## config.mk

```make
export PLATFORM = sky130hd
export DESIGN_NAME = iep_ctrl
export DESIGN_NICKNAME = d
export VERILOG_FILES = /design/src/hdl/iep_pkg.sv /design/src/hdl/iep_edge_detect.sv /design/src/hdl/iep_ctrl.sv
export SDC_FILE = /design/constraint.sdc
export NUM_CORES = 1
export LEC_CHECK = 0
export ABC_AREA = 1
export BUFFER_PORTS_ARGS = -buffer_cell sky130_fd_sc_hd__buf_2
export CAP_MARGIN = 10
export CORE_ASPECT_RATIO = 2
export CORE_MARGIN = 2
export CORE_UTILIZATION = 30
export CTS_BUF_LIST = sky130_fd_sc_hd__clkbuf_8
export DETAILED_ROUTE_END_ITERATION = 6
export GPL_TIMING_DRIVEN = 0
export PLACE_DENSITY = 0.54
export SETUP_SLACK_MARGIN = 0.15
export SYNTH_ARGS = -nofsm -noshare
export SYNTH_HDL_FRONTEND = slang
export SYNTH_HIERARCHICAL = 1
export SYNTH_SLANG_ARGS = --single-unit
```

## constraint.sdc

```tcl
create_clock -name clk_i -period 13.9 [get_ports clk_i]
set_input_delay 2.78 -clock clk_i [delete_from_list [all_inputs] [get_ports clk_i]]
set_output_delay 2.78 -clock clk_i [all_outputs]
set_load 0.01 [all_outputs]
```

## src/hdl/iep_pkg.sv

```systemverilog
// shared constants for the interrupt enable, priority and edge flag block
package iep_pkg;

    // ------------------------------------------------------------
    // source and group counts
    // ------------------------------------------------------------
    localparam int NUM_SRC = 24;
    localparam int NUM_GRP = 6;
    localparam int NUM_KEY = 8;
    localparam int NUM_EXT = 2;
    localparam int NUM_EVT = 4;

    // ------------------------------------------------------------
    // register indices; byte address is four times the index
    // ------------------------------------------------------------
    localparam logic [7:0] IDX_EXT_FLAG = 8'ha4;
    localparam logic [7:0] IDX_EXT_POL = 8'ha5;
    localparam logic [7:0] IDX_MAIN_EN = 8'ha8;
    localparam logic [7:0] IDX_SER_EN = 8'ha9;
    localparam logic [7:0] IDX_TMR_EN = 8'haa;
    localparam logic [7:0] IDX_SYS_EN = 8'hab;
    localparam logic [7:0] IDX_KPOL_LO = 8'hae;
    localparam logic [7:0] IDX_KPOL_HI = 8'haf;
    localparam logic [7:0] IDX_PRIO_LO = 8'hb8;
    localparam logic [7:0] IDX_KEY_FLAG = 8'he8;
    localparam logic [7:0] IDX_PRIO_HI = 8'hf8;
    localparam logic [7:0] IDX_EVT_STAT = 8'hc0;
    localparam logic [7:0] IDX_EVT_CLR = 8'hc1;
    localparam logic [7:0] IDX_EVT_EN = 8'hc2;
    localparam logic [7:0] IDX_IN_SVC = 8'hc3;

    // ------------------------------------------------------------
    // writable bit masks and reset value
    // ------------------------------------------------------------
    localparam logic [7:0] MASK_MAIN_EN = 8'ha6;
    localparam logic [7:0] MASK_SER_EN = 8'h20;
    localparam logic [7:0] MASK_TMR_EN = 8'h1e;
    localparam logic [7:0] MASK_SYS_EN = 8'h1c;
    localparam logic [7:0] MASK_PRIO = 8'h3f;
    localparam logic [7:0] MASK_EXT = 8'h03;
    localparam logic [7:0] MASK_EXT_POL = 8'h0f;
    localparam logic [7:0] MASK_EVT = 8'h0f;
    localparam logic [7:0] REG_RESET = 8'h00;

    // ------------------------------------------------------------
    // field positions
    // ------------------------------------------------------------
    localparam int POS_GLOBAL_EN = 7;
    localparam int POS_KEY_EN = 5;
    localparam int POS_PIN2_EN = 2;
    localparam int POS_PIN1_EN = 1;
    localparam int POS_SER_EN = 5;
    localparam int SRC_PIN1 = 1;
    localparam int SRC_PIN2 = 2;
    localparam int SRC_KEY = 5;
    localparam int SRC_SER = 11;
    localparam int SRC_TMR0 = 13;
    localparam int SRC_WATCH = 20;
    localparam int EVT_PIN1 = 0;
    localparam int EVT_PIN2 = 1;
    localparam int EVT_KEY = 2;
    localparam int EVT_TAKEN = 3;

    typedef enum logic [1:0] {
        IEP_EDGE_NONE = 2'b00,
        IEP_EDGE_RISE = 2'b01,
        IEP_EDGE_FALL = 2'b10,
        IEP_EDGE_BOTH = 2'b11
    } iep_edge_e;

endpackage : iep_pkg

```

## src/hdl/iep_edge_detect.sv

```systemverilog
// pin synchroniser and selectable edge detector
`timescale 1ns/1ps
module iep_edge_detect
    import iep_pkg::*;
#(
    parameter int N = 10
) (
    input wire logic clk_i,
    input wire logic rst_i,
    input wire logic [N-1:0] pin_i,
    input wire logic [2*N-1:0] sel_i,
    output logic [N-1:0] edge_o
);

    logic [N-1:0] meta_q;
    logic [N-1:0] sync_q;
    logic [N-1:0] prev_q;
    logic [N-1:0] edge_d;

    // only sync_q reads meta_q
    always_ff @(posedge clk_i) begin
        if (rst_i) begin
            meta_q <= '0;
            sync_q <= '0;
            prev_q <= '0;
        end else begin
            meta_q <= pin_i;
            sync_q <= meta_q;
            prev_q <= sync_q;
        end
    end

    always_comb begin
        for (int i = 0; i < N; i++) begin
            unique case (iep_edge_e'(sel_i[2*i +: 2]))
                IEP_EDGE_NONE: edge_d[i] = 1'b0;
                IEP_EDGE_RISE: edge_d[i] = sync_q[i] & ~prev_q[i];
                IEP_EDGE_FALL: edge_d[i] = ~sync_q[i] & prev_q[i];
                IEP_EDGE_BOTH: edge_d[i] = sync_q[i] ^ prev_q[i];
            endcase
        end
    end

    // one pulse per qualifying transition
    always_ff @(posedge clk_i) begin
        if (rst_i) begin
            edge_o <= '0;
        end else begin
            edge_o <= edge_d;
        end
    end

endmodule : iep_edge_detect

```

## src/hdl/iep_ctrl.sv

```systemverilog
// interrupt enables, group priority, pin and key edge flags, arbitration
`timescale 1ns/1ps
module iep_ctrl
    import iep_pkg::*;
#(
    parameter int ADR_W = 10
) (
    input wire logic clk_i,
    input wire logic rst_i,
    input wire logic wb_cyc_i,
    input wire logic wb_stb_i,
    input wire logic wb_we_i,
    input wire logic [ADR_W-1:0] wb_adr_i,
    input wire logic [3:0] wb_sel_i,
    input wire logic [31:0] wb_dat_i,
    output logic [31:0] wb_dat_o,
    output logic wb_ack_o,
    input wire logic [1:0] ext_pin_i,
    input wire logic [7:0] key_pin_i,
    input wire logic [NUM_SRC-1:0] periph_req_i,
    input wire logic int_ack_i,
    input wire logic reti_i,
    output logic irq_req_o,
    output logic [4:0] irq_vec_o,
    output logic [1:0] irq_lvl_o,
    output logic [NUM_SRC-1:0] ack_src_o,
    output logic evt_irq_o
);

    // ------------------------------------------------------------
    // declarations
    // ------------------------------------------------------------
    logic [7:0] main_en_q;
    logic [7:0] ser_en_q;
    logic [7:0] tmr_en_q;
    logic [7:0] sys_en_q;
    logic [7:0] prio_lo_q;
    logic [7:0] prio_hi_q;
    logic [7:0] ext_pol_q;
    logic [7:0] kpol_lo_q;
    logic [7:0] kpol_hi_q;
    logic [1:0] ext_flag_q;
    logic [1:0] ext_flag_d;
    logic [7:0] key_flag_q;
    logic [7:0] key_flag_d;
    logic [3:0] evt_stat_q;
    logic [3:0] evt_en_q;
    logic [3:0] in_svc_q;
    logic [9:0] pin_edge;
    logic [1:0] ext_evt;
    logic [7:0] key_evt;
    logic [3:0] evt_set;
    logic [7:0] idx;
    logic [7:0] wdat;
    logic [7:0] rd_d;
    logic acc;
    logic wr;
    logic take;
    logic key_wr;
    logic [NUM_SRC-1:0] src_pend;
    logic [NUM_SRC-1:0] src_en;
    logic [NUM_SRC-1:0] src_req;
    logic best_ok;
    logic [1:0] best_lvl;
    logic [4:0] best_idx;
    logic act_any;
    logic [1:0] act_lvl;
    logic irq_req_d;

    // ------------------------------------------------------------
    // helpers
    // ------------------------------------------------------------
    function automatic logic [1:0] grp_lvl(input logic [7:0] lo, input logic [7:0] hi,
                                           input int src);
        int g;
        g = src / 4;
        return {hi[g], lo[g]};
    endfunction : grp_lvl

    function automatic logic [7:0] wr_mask(input logic [7:0] old, input logic [7:0] val,
                                           input logic [7:0] mask);
        return (old & ~mask) | (val & mask);
    endfunction : wr_mask

    // ------------------------------------------------------------
    // wishbone slave: ack one cycle after request, write at ack edge
    // ------------------------------------------------------------
    assign idx = wb_adr_i[9:2];
    assign wdat = wb_dat_i[7:0];
    assign acc = wb_cyc_i & wb_stb_i;
    assign wr = acc & wb_we_i & wb_ack_o & wb_sel_i[0];
    assign key_wr = wr & (idx == IDX_KEY_FLAG);
    assign take = int_ack_i & irq_req_o;

    always_ff @(posedge clk_i) begin
        if (rst_i) begin
            wb_ack_o <= 1'b0;
            wb_dat_o <= '0;
        end else begin
            wb_ack_o <= acc & ~wb_ack_o;
            wb_dat_o <= {24'h0, rd_d};
        end
    end

    // unmapped indices answer with zero
    always_comb begin
        unique case (idx)
            IDX_EXT_FLAG: rd_d = {6'h0, ext_flag_q};
            IDX_EXT_POL: rd_d = ext_pol_q;
            IDX_MAIN_EN: rd_d = main_en_q;
            IDX_SER_EN: rd_d = ser_en_q;
            IDX_TMR_EN: rd_d = tmr_en_q;
            IDX_SYS_EN: rd_d = sys_en_q;
            IDX_KPOL_LO: rd_d = kpol_lo_q;
            IDX_KPOL_HI: rd_d = kpol_hi_q;
            IDX_PRIO_LO: rd_d = prio_lo_q;
            IDX_KEY_FLAG: rd_d = key_flag_q;
            IDX_PRIO_HI: rd_d = prio_hi_q;
            IDX_EVT_STAT: rd_d = {4'h0, evt_stat_q};
            IDX_EVT_EN: rd_d = {4'h0, evt_en_q};
            IDX_IN_SVC: rd_d = {4'h0, in_svc_q};
            default: rd_d = 8'h00;
        endcase
    end

    // ------------------------------------------------------------
    // control registers
    // ------------------------------------------------------------
    always_ff @(posedge clk_i) begin
        if (rst_i) begin
            main_en_q <= REG_RESET;
            ser_en_q <= REG_RESET;
            tmr_en_q <= REG_RESET;
            sys_en_q <= REG_RESET;
            prio_lo_q <= REG_RESET;
            prio_hi_q <= REG_RESET;
            ext_pol_q <= REG_RESET;
            kpol_lo_q <= REG_RESET;
            kpol_hi_q <= REG_RESET;
            evt_en_q <= '0;
        end else if (wr) begin
            unique case (idx)
                IDX_MAIN_EN: main_en_q <= wr_mask(main_en_q, wdat, MASK_MAIN_EN);
                IDX_SER_EN: ser_en_q <= wr_mask(ser_en_q, wdat, MASK_SER_EN);
                IDX_TMR_EN: tmr_en_q <= wr_mask(tmr_en_q, wdat, MASK_TMR_EN);
                IDX_SYS_EN: sys_en_q <= wr_mask(sys_en_q, wdat, MASK_SYS_EN);
                IDX_PRIO_LO: prio_lo_q <= wr_mask(prio_lo_q, wdat, MASK_PRIO);
                IDX_PRIO_HI: prio_hi_q <= wr_mask(prio_hi_q, wdat, MASK_PRIO);
                IDX_EXT_POL: ext_pol_q <= wr_mask(ext_pol_q, wdat, MASK_EXT_POL);
                IDX_KPOL_LO: kpol_lo_q <= wdat;
                IDX_KPOL_HI: kpol_hi_q <= wdat;
                IDX_EVT_EN: evt_en_q <= wdat[3:0];
                default: ;
            endcase
        end
    end

    // ------------------------------------------------------------
    // edge detection on pins and key lines
    // ------------------------------------------------------------
    // lines 0-3 from the lower register, 4-7 from the upper
    iep_edge_detect #(
        .N(NUM_EXT + NUM_KEY)
    ) u_edges (
        .clk_i(clk_i),
        .rst_i(rst_i),
        .pin_i({key_pin_i, ext_pin_i}),
        .sel_i({kpol_hi_q, kpol_lo_q, ext_pol_q[3:0]}),
        .edge_o(pin_edge)
    );

    assign ext_evt = pin_edge[1:0];
    assign key_evt = pin_edge[9:2];

    // ------------------------------------------------------------
    // pending flags; a new edge beats a clear in the same cycle
    // ------------------------------------------------------------
    always_comb begin
        ext_flag_d = ext_flag_q;
        if (wr && idx == IDX_EXT_FLAG) begin
            ext_flag_d = ext_flag_d & wdat[1:0];
        end
        if (take && irq_vec_o == 5'(SRC_PIN1)) begin
            ext_flag_d[0] = 1'b0;
        end
        if (take && irq_vec_o == 5'(SRC_PIN2)) begin
            ext_flag_d[1] = 1'b0;
        end
        ext_flag_d = ext_flag_d | ext_evt;
    end

    // acknowledge never touches the key flags
    always_comb begin
        key_flag_d = key_flag_q;
        if (key_wr) begin
            key_flag_d = key_flag_d & wdat;
        end
        key_flag_d = key_flag_d | key_evt;
    end

    always_ff @(posedge clk_i) begin
        if (rst_i) begin
            ext_flag_q <= '0;
            key_flag_q <= '0;
        end else begin
            ext_flag_q <= ext_flag_d;
            key_flag_q <= key_flag_d;
        end
    end

    // ------------------------------------------------------------
    // source gating
    // ------------------------------------------------------------
    always_comb begin
        src_pend = periph_req_i;
        src_pend[SRC_PIN1] = ext_flag_q[0];
        src_pend[SRC_PIN2] = ext_flag_q[1];
        src_pend[SRC_KEY] = |key_flag_q;
        src_en = '0;
        src_en[SRC_PIN1] = main_en_q[POS_PIN1_EN];
        src_en[SRC_PIN2] = main_en_q[POS_PIN2_EN];
        src_en[SRC_KEY] = main_en_q[POS_KEY_EN];
        src_en[SRC_SER] = ser_en_q[POS_SER_EN];
        src_en[SRC_TMR0 +: 4] = tmr_en_q[4:1];
        src_en[SRC_WATCH +: 3] = sys_en_q[4:2];
        src_req = src_pend & src_en & {NUM_SRC{main_en_q[POS_GLOBAL_EN]}};
    end

    // ------------------------------------------------------------
    // arbitration and preemption
    // ------------------------------------------------------------
    // strict compare keeps the lowest number among equal levels
    always_comb begin
        best_ok = 1'b0;
        best_lvl = 2'd0;
        best_idx = 5'd0;
        for (int i = 0; i < NUM_SRC; i++) begin
            if (src_req[i] && (!best_ok || grp_lvl(prio_lo_q, prio_hi_q, i) > best_lvl)) begin
                best_ok = 1'b1;
                best_lvl = grp_lvl(prio_lo_q, prio_hi_q, i);
                best_idx = 5'(i);
            end
        end
    end

    always_comb begin
        act_any = |in_svc_q;
        act_lvl = 2'd0;
        for (int l = 0; l < 4; l++) begin
            if (in_svc_q[l]) begin
                act_lvl = 2'(l);
            end
        end
        irq_req_d = best_ok && (!act_any || best_lvl > act_lvl);
    end

    // request drops the cycle after acceptance
    always_ff @(posedge clk_i) begin
        if (rst_i) begin
            irq_req_o <= 1'b0;
            irq_vec_o <= '0;
            irq_lvl_o <= '0;
        end else begin
            irq_req_o <= irq_req_d & ~take;
            irq_vec_o <= best_idx;
            irq_lvl_o <= best_lvl;
        end
    end

    // one in-service bit per level; return retires the highest
    always_ff @(posedge clk_i) begin
        if (rst_i) begin
            in_svc_q <= '0;
            ack_src_o <= '0;
        end else begin
            ack_src_o <= '0;
            if (reti_i && act_any) begin
                in_svc_q[act_lvl] <= 1'b0;
            end
            if (take) begin
                in_svc_q[irq_lvl_o] <= 1'b1;
                ack_src_o[irq_vec_o] <= 1'b1;
            end
        end
    end

    // ------------------------------------------------------------
    // event status, clear and enable, interrupt line
    // ------------------------------------------------------------
    assign evt_set = {take, |key_evt, ext_evt};

    always_ff @(posedge clk_i) begin
        if (rst_i) begin
            evt_stat_q <= '0;
        end else if (wr && idx == IDX_EVT_CLR) begin
            evt_stat_q <= (evt_stat_q & ~wdat[3:0]) | evt_set;
        end else begin
            evt_stat_q <= evt_stat_q | evt_set;
        end
    end

    always_ff @(posedge clk_i) begin
        if (rst_i) begin
            evt_irq_o <= 1'b0;
        end else begin
            evt_irq_o <= |(evt_stat_q & evt_en_q);
        end
    end

    // ------------------------------------------------------------
    // checks
    // ------------------------------------------------------------
    property p_tmr0_gate;
        @(posedge clk_i) disable iff (rst_i)
        (irq_req_o && irq_vec_o == 5'd13) |-> $past(tmr_en_q[1]);
    endproperty
    a_tmr0_gate: assert property (p_tmr0_gate) else $error("timer0 req while off");

    property p_bit_gate;
        @(posedge clk_i) disable iff (rst_i)
        (irq_req_o && irq_vec_o == 5'd22) |-> $past(sys_en_q[4]);
    endproperty
    a_bit_gate: assert property (p_bit_gate) else $error("interval req while off");

    property p_pin_set;
        @(posedge clk_i) disable iff (rst_i)
        ext_evt[0] |=> ext_flag_q[0];
    endproperty
    a_pin_set: assert property (p_pin_set) else $error("pin edge lost");

    property p_pin_ack;
        @(posedge clk_i) disable iff (rst_i)
        (take && irq_vec_o == 5'd1 && !ext_evt[0]) |=> !ext_flag_q[0];
    endproperty
    a_pin_ack: assert property (p_pin_ack) else $error("pin flag kept on ack");

    property p_pol_none;
        @(posedge clk_i) disable iff (rst_i)
        $rose(ext_flag_q[0]) |-> $past(ext_pol_q[1:0], 2) != 2'b00;
    endproperty
    a_pol_none: assert property (p_pol_none) else $error("edge with code none");

    property p_key_hold;
        @(posedge clk_i) disable iff (rst_i)
        !$past(key_wr) |-> ((key_flag_q & $past(key_flag_q)) == $past(key_flag_q));
    endproperty
    a_key_hold: assert property (p_key_hold) else $error("key flag dropped");

    property p_global;
        @(posedge clk_i) disable iff (rst_i)
        irq_req_o |-> $past(main_en_q[7]);
    endproperty
    a_global: assert property (p_global) else $error("req with global off");

    property p_preempt;
        @(posedge clk_i) disable iff (rst_i)
        irq_req_o |-> (!$past(act_any) || irq_lvl_o > $past(act_lvl));
    endproperty
    a_preempt: assert property (p_preempt) else $error("preempt at equal level");

    property p_reserved;
        @(posedge clk_i) disable iff (rst_i)
        (acc && !wb_we_i && !wb_ack_o && idx == IDX_TMR_EN) |=>
            (wb_dat_o[7:5] == 3'b000 && wb_dat_o[0] == 1'b0);
    endproperty
    a_reserved: assert property (p_reserved) else $error("reserved bit reads one");

endmodule : iep_ctrl

```

==> metrics.yaml <==
crit_fanout: 9
clock-sinks: 148
setup_viol: 0
cts.hold.buffers_added: 0
fin_util: 0.3598
grt_util_all_layers: 0.1789
core-area_mm2: 0.02333
path_clk_slew_ns: 0.09
post_synth.cell_area_avg_um2: 7.141
io_buffer_count: 82
drive_gt1_frac: 0.1611
end_kind: "flop"
fin_crit_sh: 0.7644
slowest_stage: "o21ai_0"
ys_top_cells_by_area: "dfxtp_1, inv_1, nand2_1"
post_drt_wl_per_cell_um: 15.65
hpwlAfterDp_um: 17870
die_w_um: 113.0
htree_levels: 4
place_inst: 1387
slew_violations: 0
finalSetupTns_ns: 0
fin_skew_ns: 0.01674
ys_warn_count: 6
timing.fmax_mhz: 94.12
syn_area_mm2: 0.007134
yosysTopAreaCellShare: 0.4153
dp_slack_ns: 2.782
worstPathRequired_ns: 14.23
violations: "DRC"
netlist_instances: 999
status: "finished with violations"
area_delta_synth_final_pct: 17.64
antenna_found_initial: 2
drt_pass1_iterations: 7
cts_buffers: 17
die-height_um: 222.1
cts_repair_resize_count: 0
start_kind: "input port"
grt_pass1_wl_um: 33890
drc: 14
fin_cells: 1419
rsz0062_at_grt: "false"
crit_top_cell: "nand2_1"
seq_area_frac_synth: 0.4153
ioPinCount: 153
gp_congestion: 0.9939
slew_headroom: 0.2205
cts_setup_buffers: 0
crit_family: "simple AND/OR/NAND/NOR gates"
row_count: 79
cts_root_buf: "clkbuf_8"
drt_iter0_drc: 407
p_total_mw: 0.8226
p_leak_nw: 3.844
antenna_left: 0
min_period_ns: 10.62
ir_drop_uv: 45.67
overflow: 0
clock_path_buffers: 2
hp-class: "flop to flop"
maxCapViolCount: 0
hold_viol_final: 0
crit_buf_inv: 5
nFillCells: 2503
fin_ws_ns: 3.275
power_density_mw_per_mm2: 98.01
grt_pass1_vias: 6488
grt_start_max_net_pins: 17
worstMarginPinSlew_ns: 1.160
yosys_register_bits: 148
via_per_inst: 4.681
diodes: 0
wirelength_um: 22200
final_nets: 1242
clock_latency_ns: 0.47
critPathMaxStageDelay_ns: 0.44
critPathKind: "input port to flop"
ys_types: 39
crit_arrival_ns: 10.96
fp.dieArea_mm2: 0.02511
cts_tree: "yes"
num_vias: 6642
synth_top_cell_by_area: "dfxtp_1"
initial_core_util: 0.3058
## where the power goes
part / switching, mW / internal [mW] / total (mW)
Sequential: 0.00143 / 0.427 / 0.429
Clock: 0.181 / 0.171 / 0.352
Combinational: 0.0272 / 0.0147 / 0.0419
## stage by stage
stage,cell area (µm²),hold WS (ns)
final,8393,0.3967
after global routing,8393,0.4180
after CTS,8393,0.4032
after detailed placement,7985,0.3935
after global placement,7985,0.3912
after floorplan,7221,0.3883
## area by class of cell
type	count	area, µm²	share of cell area
timing repair buffer	82	410.4	0.04890
tap	283	354.1	0.04219
inverter	193	724.4	0.08631
multi-input combinational	635	3252	0.3874
sequential	148	2963	0.3530
clock buffer	19	261.5	0.03116
clock inverter	13	146.4	0.01744
buffer	46	281.5	0.03354
## final timing paths
kind	slack, ns	cells after the start	start	endpoint
hold / removal	0.40	2	u_edges/meta_q[7]	u_edges/sync_q[7]
setup reg to reg	3.47	69	ext_flag_q[1]	irq_req_o
hold reg to reg	0.40	2	u_edges/meta_q[7]	u_edges/sync_q[7]
setup / recovery	3.28	56	periph_req_i[11]	irq_req_o
## synthesized netlist by cell type, drive strengths merged
cell and n:
a2111oi 1, a211oi 1, a21boi 2, a21oi 69
a221oi 14, a31oi 2, a32o 2, and3 2
buf 30, clkbuf 16, conb 1, dfxtp 148
ha 32, inv 193, nand2 182, nand3 54
nand4 5, nor2 145, nor3 10, nor4 2
o2111ai 1, o21ai 72, o221ai 1, o22ai 11
o2bb2ai 1, o31ai 1, o32ai 1
## sequential cells by signal, indices dropped and copies added, names as in the netlist, 10 cells and up
register and count:
u_edges/sync_q 10, u_edges/prev_q 10, u_edges/meta_q 10, u_edges/edge_o 10, ack_src_o 24
## per-layer routing
layer  up-vias  share of wire  GRT usage
met2       223           0.56     0.3550
met4         4          0.073     0.1341
li1       3357              -          -
met5         -        0.00090          0
met1      2978           0.32     0.1475
met3        80          0.050    0.03554
## cell families (layout without fill, tap and decap cells)
group,after synthesis,in the layout,share of synthesized area
compound gates,179,179,0.1412
other cells,1,24,0.0005256
flops,148,148,0.4153
simple gates,400,400,0.2459
fa+ha+maj,32,32,0.05612
buf+inv,239,353,0.1410
## tightest hold or removal path, cell delays in order, from the launching register on
cell and delay, ns:
dfxtp_1 0.30, inv_1 0.04, nor2_1 0.03
## placed cells by master (no fill, tap or decap), drive strengths merged, types with 24 or more instances in the layout
cell,instances
a21oi,69
buf,112
clkbuf,35
conb,24
dfxtp,148
ha,32
inv,197
nand2,182
nand3,54
nor2,145
o21ai,72
(Power assumes the default switching activity.)
